### src/logic/chan_svc_pkg.sv
// shared constants and types for the flow delete and channel move logic
package chan_svc_pkg;
	localparam int unsigned CLOCK_HZ          = 100_000_000;
	localparam int unsigned TICK_MS           = 1;
	localparam int unsigned TICK_CYCLES       = CLOCK_HZ / 1000 * TICK_MS;
	localparam int unsigned TICK_W            = 17;
	localparam int unsigned OLD_HOLD_MS       = 1000;
	localparam int unsigned NEW_HOLD_MIN_MS   = 2000;
	localparam int unsigned NEW_HOLD_MAX_MS   = 35000;
	localparam int unsigned JUMP_DEFAULT_MS   = 1300;
	localparam int unsigned MS_W              = 16;
	localparam int unsigned FLOW_W            = 16;
	localparam logic [15:0] FLOW_NONE         = 16'h0000;

	// initialization technique carried by a channel move request
	typedef enum logic [1:0] {
		INIT_REINIT  = 2'h0,
		INIT_RANGE   = 2'h1,
		INIT_DIRECT  = 2'h2,
		INIT_INITIAL = 2'h3
	} init_tech_e;

	// message kinds on the link
	typedef enum logic [2:0] {
		MSG_NONE        = 3'h0,
		MSG_DEL_REQ     = 3'h1,
		MSG_DEL_RSP     = 3'h2,
		MSG_MOVE_REQ    = 3'h3,
		MSG_MOVE_DEPART = 3'h4,
		MSG_MOVE_ARRIVE = 3'h5,
		MSG_RANGE_ABORT = 3'h6
	} msg_e;

	// one message word on the link
	typedef struct packed {
		msg_e               kind;
		logic [FLOW_W-1:0]  up_flow;
		logic [FLOW_W-1:0]  dn_flow;
		logic               move_up;
		logic               move_dn;
		logic               tech_present;
		init_tech_e         tech;
		logic               jump_present;
		logic [MS_W-1:0]    jump_ms;
	} msg_s;
endpackage

### src/logic/chan_svc_if.sv
// link between subscriber modem end and headend terminal end
`timescale 1ns/10ps
`default_nettype none
interface chan_svc_if;
	chan_svc_pkg::msg_s up_msg;
	logic               up_valid;
	chan_svc_pkg::msg_s dn_msg;
	logic               dn_valid;

	modport modem
	(
		output up_msg,
		output up_valid,
		input  dn_msg,
		input  dn_valid
	);
	modport headend
	(
		input  up_msg,
		input  up_valid,
		output dn_msg,
		output dn_valid
	);
endinterface
`default_nettype wire

### src/logic/headend_terminal_ctl.sv
// headend terminal end: flow delete and channel move control
`timescale 1ns/10ps
`default_nettype none
module headend_terminal_ctl
(
	input  wire logic                             clock,
	input  wire logic                             reset,
	chan_svc_if.headend                           link,
	input  wire logic                             registered,
	input  wire logic [chan_svc_pkg::FLOW_W-1:0]  owned_up,
	input  wire logic [chan_svc_pkg::FLOW_W-1:0]  owned_dn,
	input  wire logic                             del_valid,
	input  wire logic [chan_svc_pkg::FLOW_W-1:0]  del_up_flow,
	input  wire logic [chan_svc_pkg::FLOW_W-1:0]  del_dn_flow,
	input  wire logic                             move_valid,
	input  wire chan_svc_pkg::msg_s               move_req,
	input  wire logic [7:0]                       old_ucid,
	input  wire logic [7:0]                       new_ucid,
	input  wire logic [chan_svc_pkg::MS_W-1:0]    extra_ms,
	input  wire logic                             modem_seen_new,
	input  wire logic                             late_range,
	output logic                                  busy,
	output logic                                  flow_remove,
	output logic [chan_svc_pkg::FLOW_W-1:0]       flow_remove_up,
	output logic [chan_svc_pkg::FLOW_W-1:0]       flow_remove_dn,
	output logic                                  old_held,
	output logic                                  new_held,
	output logic                                  move_refused
);
	typedef struct packed {
		chan_svc_pkg::msg_s               out;
		logic                             out_v;
		logic                             wait_del;
		logic [chan_svc_pkg::TICK_W-1:0]  tick_cnt;
		logic [chan_svc_pkg::MS_W-1:0]    old_ms;
		logic [chan_svc_pkg::MS_W-1:0]    new_ms;
		logic                             rm;
		logic [chan_svc_pkg::FLOW_W-1:0]  rm_up;
		logic [chan_svc_pkg::FLOW_W-1:0]  rm_dn;
		logic                             refused;
	} state_s;

	state_s                        s_q;
	state_s                        s_d;
	logic                          tick;
	logic [chan_svc_pkg::MS_W:0]   hold_sum;

	always_comb
	begin
		s_d         = s_q;
		s_d.out_v   = 1'b0;
		s_d.rm      = 1'b0;
		s_d.refused = 1'b0;
		hold_sum    = '0;
		tick        = (s_q.tick_cnt == chan_svc_pkg::TICK_W'(chan_svc_pkg::TICK_CYCLES - 1));
		s_d.tick_cnt = tick ? '0 : s_q.tick_cnt + 1'b1;
		if (tick && s_q.old_ms != '0)
			s_d.old_ms = s_q.old_ms - 1'b1;
		if (tick && s_q.new_ms != '0)
			s_d.new_ms = s_q.new_ms - 1'b1;
		if (modem_seen_new)
		begin
			s_d.old_ms = '0;
			s_d.new_ms = '0;
		end
		if (link.up_valid)
			case (link.up_msg.kind)
				chan_svc_pkg::MSG_DEL_REQ:
				begin
					// only flows the modem owns are removed
					s_d.rm      = 1'b1;
					s_d.rm_up   = (link.up_msg.up_flow == owned_up) ? owned_up : chan_svc_pkg::FLOW_NONE;
					s_d.rm_dn   = (link.up_msg.dn_flow == owned_dn) ? owned_dn : chan_svc_pkg::FLOW_NONE;
					s_d.out     = link.up_msg;
					s_d.out.kind = chan_svc_pkg::MSG_DEL_RSP;
					s_d.out_v   = 1'b1;
				end
				chan_svc_pkg::MSG_DEL_RSP:
					s_d.wait_del = 1'b0;
				// depart frees nothing and arrive is not awaited
				default: ;
			endcase
		if (!s_d.out_v && late_range && s_q.new_ms == '0)
		begin
			s_d.out      = '0;
			s_d.out.kind = chan_svc_pkg::MSG_RANGE_ABORT;
			s_d.out_v    = 1'b1;
		end
		else if (!s_d.out_v && del_valid && !s_q.wait_del)
		begin
			s_d.rm          = 1'b1;
			s_d.rm_up       = del_up_flow;
			s_d.rm_dn       = del_dn_flow;
			s_d.out         = '0;
			s_d.out.kind    = chan_svc_pkg::MSG_DEL_REQ;
			s_d.out.up_flow = del_up_flow;
			s_d.out.dn_flow = del_dn_flow;
			s_d.out_v       = 1'b1;
			s_d.wait_del    = 1'b1;
		end
		else if (!s_d.out_v && move_valid)
		begin
			if (!registered || old_ucid == new_ucid)
				s_d.refused = 1'b1;
			else
			begin
				s_d.out      = move_req;
				s_d.out.kind = chan_svc_pkg::MSG_MOVE_REQ;
				s_d.out_v    = 1'b1;
				s_d.old_ms   = chan_svc_pkg::MS_W'(chan_svc_pkg::OLD_HOLD_MS);
				// hold time: default jump plus policy extra, clamped
				hold_sum = (chan_svc_pkg::MS_W+1)'(chan_svc_pkg::JUMP_DEFAULT_MS) + extra_ms;
				if (hold_sum < (chan_svc_pkg::MS_W+1)'(chan_svc_pkg::NEW_HOLD_MIN_MS))
					hold_sum = (chan_svc_pkg::MS_W+1)'(chan_svc_pkg::NEW_HOLD_MIN_MS);
				if (hold_sum > (chan_svc_pkg::MS_W+1)'(chan_svc_pkg::NEW_HOLD_MAX_MS))
					hold_sum = (chan_svc_pkg::MS_W+1)'(chan_svc_pkg::NEW_HOLD_MAX_MS);
				if (move_req.tech_present && move_req.tech != chan_svc_pkg::INIT_REINIT)
					s_d.new_ms = hold_sum[chan_svc_pkg::MS_W-1:0];
				else
					s_d.new_ms = '0;
			end
		end
	end

	always_ff @(posedge clock or posedge reset)
	begin
		if (reset)
			s_q <= '0;
		else
			s_q <= s_d;
	end

	assign link.dn_msg    = s_q.out;
	assign link.dn_valid  = s_q.out_v;
	assign busy           = s_q.wait_del;
	assign flow_remove    = s_q.rm;
	assign flow_remove_up = s_q.rm_up;
	assign flow_remove_dn = s_q.rm_dn;
	assign old_held       = (s_q.old_ms != '0);
	assign new_held       = (s_q.new_ms != '0);
	assign move_refused   = s_q.refused;
endmodule // headend_terminal_ctl
`default_nettype wire

### src/flat_wrapper.sv
// flat-port wrapper written by rule: the top's interface ports become plain ports
module headend_terminal_ctl_flat 
  (clock, reset, registered, owned_up, owned_dn, del_valid, del_up_flow, del_dn_flow, move_valid, move_req, old_ucid, new_ucid, extra_ms, modem_seen_new, late_range, busy, flow_remove, flow_remove_up, flow_remove_dn, old_held, new_held, move_refused, link_up_msg, link_up_valid, link_dn_msg, link_dn_valid);
  chan_svc_if link_i ();
  input  wire logic clock;
  input  wire logic reset;
  input  wire logic registered;
  input  wire logic [chan_svc_pkg::FLOW_W-1:0] owned_up;
  input  wire logic [chan_svc_pkg::FLOW_W-1:0] owned_dn;
  input  wire logic del_valid;
  input  wire logic [chan_svc_pkg::FLOW_W-1:0] del_up_flow;
  input  wire logic [chan_svc_pkg::FLOW_W-1:0] del_dn_flow;
  input  wire logic move_valid;
  input  wire chan_svc_pkg::msg_s move_req;
  input  wire logic [7:0] old_ucid;
  input  wire logic [7:0] new_ucid;
  input  wire logic [chan_svc_pkg::MS_W-1:0] extra_ms;
  input  wire logic modem_seen_new;
  input  wire logic late_range;
  output logic busy;
  output logic flow_remove;
  output logic [chan_svc_pkg::FLOW_W-1:0] flow_remove_up;
  output logic [chan_svc_pkg::FLOW_W-1:0] flow_remove_dn;
  output logic old_held;
  output logic new_held;
  output logic move_refused;
  input wire logic [$bits(link_i.up_msg)-1:0] link_up_msg;
  input wire logic [$bits(link_i.up_valid)-1:0] link_up_valid;
  output wire logic [$bits(link_i.dn_msg)-1:0] link_dn_msg;
  output wire logic [$bits(link_i.dn_valid)-1:0] link_dn_valid;
  assign link_i.up_msg = link_up_msg;
  assign link_i.up_valid = link_up_valid;
  assign link_dn_msg = link_i.dn_msg;
  assign link_dn_valid = link_i.dn_valid;
  headend_terminal_ctl u_core (.clock(clock), .reset(reset), .link(link_i), .registered(registered), .owned_up(owned_up), .owned_dn(owned_dn), .del_valid(del_valid), .del_up_flow(del_up_flow), .del_dn_flow(del_dn_flow), .move_valid(move_valid), .move_req(move_req), .old_ucid(old_ucid), .new_ucid(new_ucid), .extra_ms(extra_ms), .modem_seen_new(modem_seen_new), .late_range(late_range), .busy(busy), .flow_remove(flow_remove), .flow_remove_up(flow_remove_up), .flow_remove_dn(flow_remove_dn), .old_held(old_held), .new_held(new_held), .move_refused(move_refused));
endmodule
### config.mk
export PLATFORM = sky130hd
export DESIGN_NAME = headend_terminal_ctl_flat
export DESIGN_NICKNAME = d
export VERILOG_FILES = /design/src/logic/chan_svc_pkg.sv /design/src/logic/chan_svc_if.sv /design/src/logic/headend_terminal_ctl.sv /design/src/flat_wrapper.sv
export SDC_FILE = /design/constraint.sdc
export NUM_CORES = 1
export LEC_CHECK = 0
export ABC_AREA = 1
export CORE_MARGIN = 2
export CORE_UTILIZATION = 38
export CTS_CLUSTER_SIZE = 28
export DETAILED_ROUTE_END_ITERATION = 10
export DONT_BUFFER_PORTS = 1
export PLACE_DENSITY = 0.62
export SYNTH_ARGS = -nofsm -noshare
export SYNTH_HDL_FRONTEND = slang
export SYNTH_SLANG_ARGS = --single-unit
### constraint.sdc
create_clock -name clock -period 5.55 [get_ports clock]
set_input_delay 0.2775 -clock clock [delete_from_list [all_inputs] [get_ports clock]]
set_output_delay 0.2775 -clock clock [all_outputs]
set_load 0.01 [all_outputs]
==> impl_metrics.env <==
export IMPL_status="complete, no violations"
export IMPL_syn_inst=1271
export IMPL_drc=0
export IMPL_maxCapViolCount=0
export IMPL_synthFlopType="dfrtp_1"
export IMPL_endpoint_kind="flop"
export IMPL_htreeDepth=4
export IMPL_drive_gt1_share_pct=7.58
export IMPL_cts_resized=0
export IMPL_seq_area_frac_synth_pct=38.6
export IMPL_required_ns=5.88
export IMPL_worstPathArrival_ns=3.80
export IMPL_fp_row_count=56
export IMPL_setup_violations=0
export IMPL_antenna_found_initial=0
export IMPL_fp_dieH_um=160
export IMPL_die_x_um=160
export IMPL_wl_um=25700
export IMPL_nets=1397
export IMPL_overflow=0
export IMPL_crit_top_cell="nor2_2"
export IMPL_critical_path_buf_inv_count=2
export IMPL_syn_num_nets=1494
export IMPL_wl_per_cell_um=17.1
export IMPL_dr_pass1_iters=5
export IMPL_finalHoldViolations=0
export IMPL_cts_hold_buf=16
export IMPL_initial_utilization_pct=39.0
export IMPL_via_per_inst=5.20
export IMPL_layout_commonest_cell="nand2_1"
export IMPL_gp_congestion=0.829
export IMPL_yosys_area_top_type="dfrtp_1"
export IMPL_core_um2=23600
export IMPL_drtIter0Drc=590
export IMPL_finalCriticalPeriod_ns=3.47
export IMPL_die_area_um2=25500
export IMPL_cts_root_buf="clkbuf_16"
export IMPL_hpwl_um=18600
export IMPL_worstSetupPathType="flop to flop"
export IMPL_powerDensity_nw_per_um2=399
export IMPL_io_buffers=0
export IMPL_cts_setup_buffers=0
export IMPL_syn_mean_instance_area_um2=7.24
export IMPL_synth_seq_cells=142
export IMPL_synth_area_um2=9200
export IMPL_hold_path_class="input port to flop"
export IMPL_async_flop_share_pct=100
export IMPL_relSlewSlack_pct=23.0
export IMPL_syn_to_final_growth_pct=4.12
export IMPL_slowest_stage="nor2_2"
export IMPL_synth_top_area_share_pct=38.6
export IMPL_clk_pin_slew_ns=0.07
export IMPL_rsz0062_at_grt="no"
export IMPL_pin_count=313
export IMPL_synth_distinct_cells=48
export IMPL_cts_tree="yes"
export IMPL_yosysWarnings=0
export IMPL_leakagePower_nw=4.56
export IMPL_vdd_drop_max_v=0.000181
export IMPL_fin_crit_sh_pct=62.5
export IMPL_diodes=0
export IMPL_cts_buffers=17
export IMPL_final_setup_tns_ns=0
export IMPL_clock_latency_ns=0.42
export IMPL_vias=7825
export IMPL_cp_top_family="simple AND/OR/NAND/NOR gates"
export IMPL_maxSlewViolCount=0
export IMPL_grt_pass1_wl_um=40800
export IMPL_place_area_um2=8790
export IMPL_grt_max_degree=112
export IMPL_final_cell_mix="nand2_1, o21ai_0, dfrtp_1, nor2_1, inv_1"
export IMPL_synth_area_leaders="dfrtp_1, nand2_1, o21ai_0, buf_4, nor2_1"
export IMPL_tightestPinTransition_ns=1.15
export IMPL_fillCellCount=2457
export IMPL_skew_ns=0.0141
export IMPL_max_freq_ghz=0.288
export IMPL_clockBufferDepth=2
export IMPL_startpoint_type="flop"
export IMPL_grt_pass1_vias=7863
export IMPL_antenna_left=0
export IMPL_path_cells="inv_1 -> ha_1 -> nand2_1 -> nor2_1 -> nand4_1 -> nor2_1 -> inv_1 -> nor2_2 -> nor2_2 -> nand3_2 -> nor2_2 -> nand2_1 -> o21ai_0"
export IMPL_final_util_pct=40.6
export IMPL_fin_area_um2=9580
export IMPL_cts_sinks=142
export IMPL_cp_slowest_stage_delay_ns=0.83
export IMPL_grt_use_total_pct=19.9
export IMPL_critPathMaxFanout=24
export IMPL_synth_edf_count=0
-- sequential cells by signal, indices dropped and copies added (netlist names) --
signal and flops:
u_core.flow_remove_up 16, u_core.link.dn_valid 1, u_core.flow_remove_dn 16, u_core.move_refused 1
u_core.s_q 49, u_core.flow_remove 1, u_core.link.dn_msg 57, u_core.busy 1
-- final timing paths --
kind                                startpoint                       end  cells past startpoint  slack (ns)
min in group asynchronous                reset    u_core.link.dn_msg[15]                      2        0.54
worst max-delay path            u_core.s_q[34]            u_core.s_q[42]                     13        2.08
worst max register to register  u_core.s_q[34]            u_core.s_q[42]                     13        2.08
max in group asynchronous                reset            u_core.s_q[64]                      3        3.77
worst min-delay path            del_up_flow[0]  u_core.flow_remove_up[0]                      2        0.02
worst min register to register  u_core.s_q[66]            u_core.s_q[66]                      1        0.47
-- layout make-up --
cell class / count / area [um2] / share of cell area [%]
multi-input cells: 878 / 4360 / 45.5
flip-flops and latches: 142 / 3550 / 37.1
repair buffers: 23 / 213 / 2.22
inverters: 112 / 425 / 4.44
well taps: 319 / 399 / 4.17
clock inverters: 12 / 186 / 1.95
clock buffers: 20 / 447 / 4.66
-- cells in the mapped netlist (13+ instances only) --
cell / instances
a31oi_1: 23
xor2_1: 28
clkbuf_1: 34
nor2_1: 130
buf_4: 89
nor3_1: 23
xnor2_1: 15
a21oi_1: 19
o21ai_0: 142
nand2_2: 13
dfrtp_1: 142
nand4_1: 29
o211ai_1: 13
nand3_1: 70
nand2_1: 307
inv_1: 105
-- logic make-up after synthesis --
kind of cell    count (synthesis)  synth area share (%)
flops                         142                  38.6
buf+inv                       251                  14.2
simple gates                  609                  29.0
fa+ha+maj                       5                 0.680
compound gates                221                  13.4
xor+xnor                       43                  4.09
-- routing by layer --
metal,GRT usage (%),part of all wire [%]
met5,0,0
met4,7.02,2.6
met3,6.17,8.1
met2,33.8,48
met1,23.8,42
-- report_power, final --
group / total (mW) / internal (mW) / switching (mW)
clock network: 1.23 / 0.769 / 0.462
logic: 0.827 / 0.309 / 0.518
registers: 1.77 / 1.35 / 0.420
total: 3.83 / 2.43 / 1.40
-- metrics by stage --
step | power, mW | hold WS, ns | instances | setup WS (ns)
finish | 3.83 | 0.0190 | 1506 | 2.08
global route | 4.08 | 0.00885 | 1506 | 1.66
CTS | 3.87 | 0.000187 | 1506 | 1.97
detailed placement | 2.60 | 0.386 | 1458 | 1.66
global placement | 2.58 | 0.384 | 1458 | 1.67
floorplan | 2.71 | 0.407 | 1271 | 1.46
-- worst reg2reg max path, cell delays in order (launching register included) --
cell and delay (ns):
dfrtp_1 0.34, inv_1 0.07, ha_1 0.22, nand2_1 0.11
nor2_1 0.05, nand4_1 0.14, nor2_1 0.08, inv_1 0.17
nor2_2 0.07, nor2_2 0.83, nand3_2 0.46, nor2_2 0.59
nand2_1 0.09, o21ai_0 0.18
No activity file was read; power rests on OpenSTA's default activity.
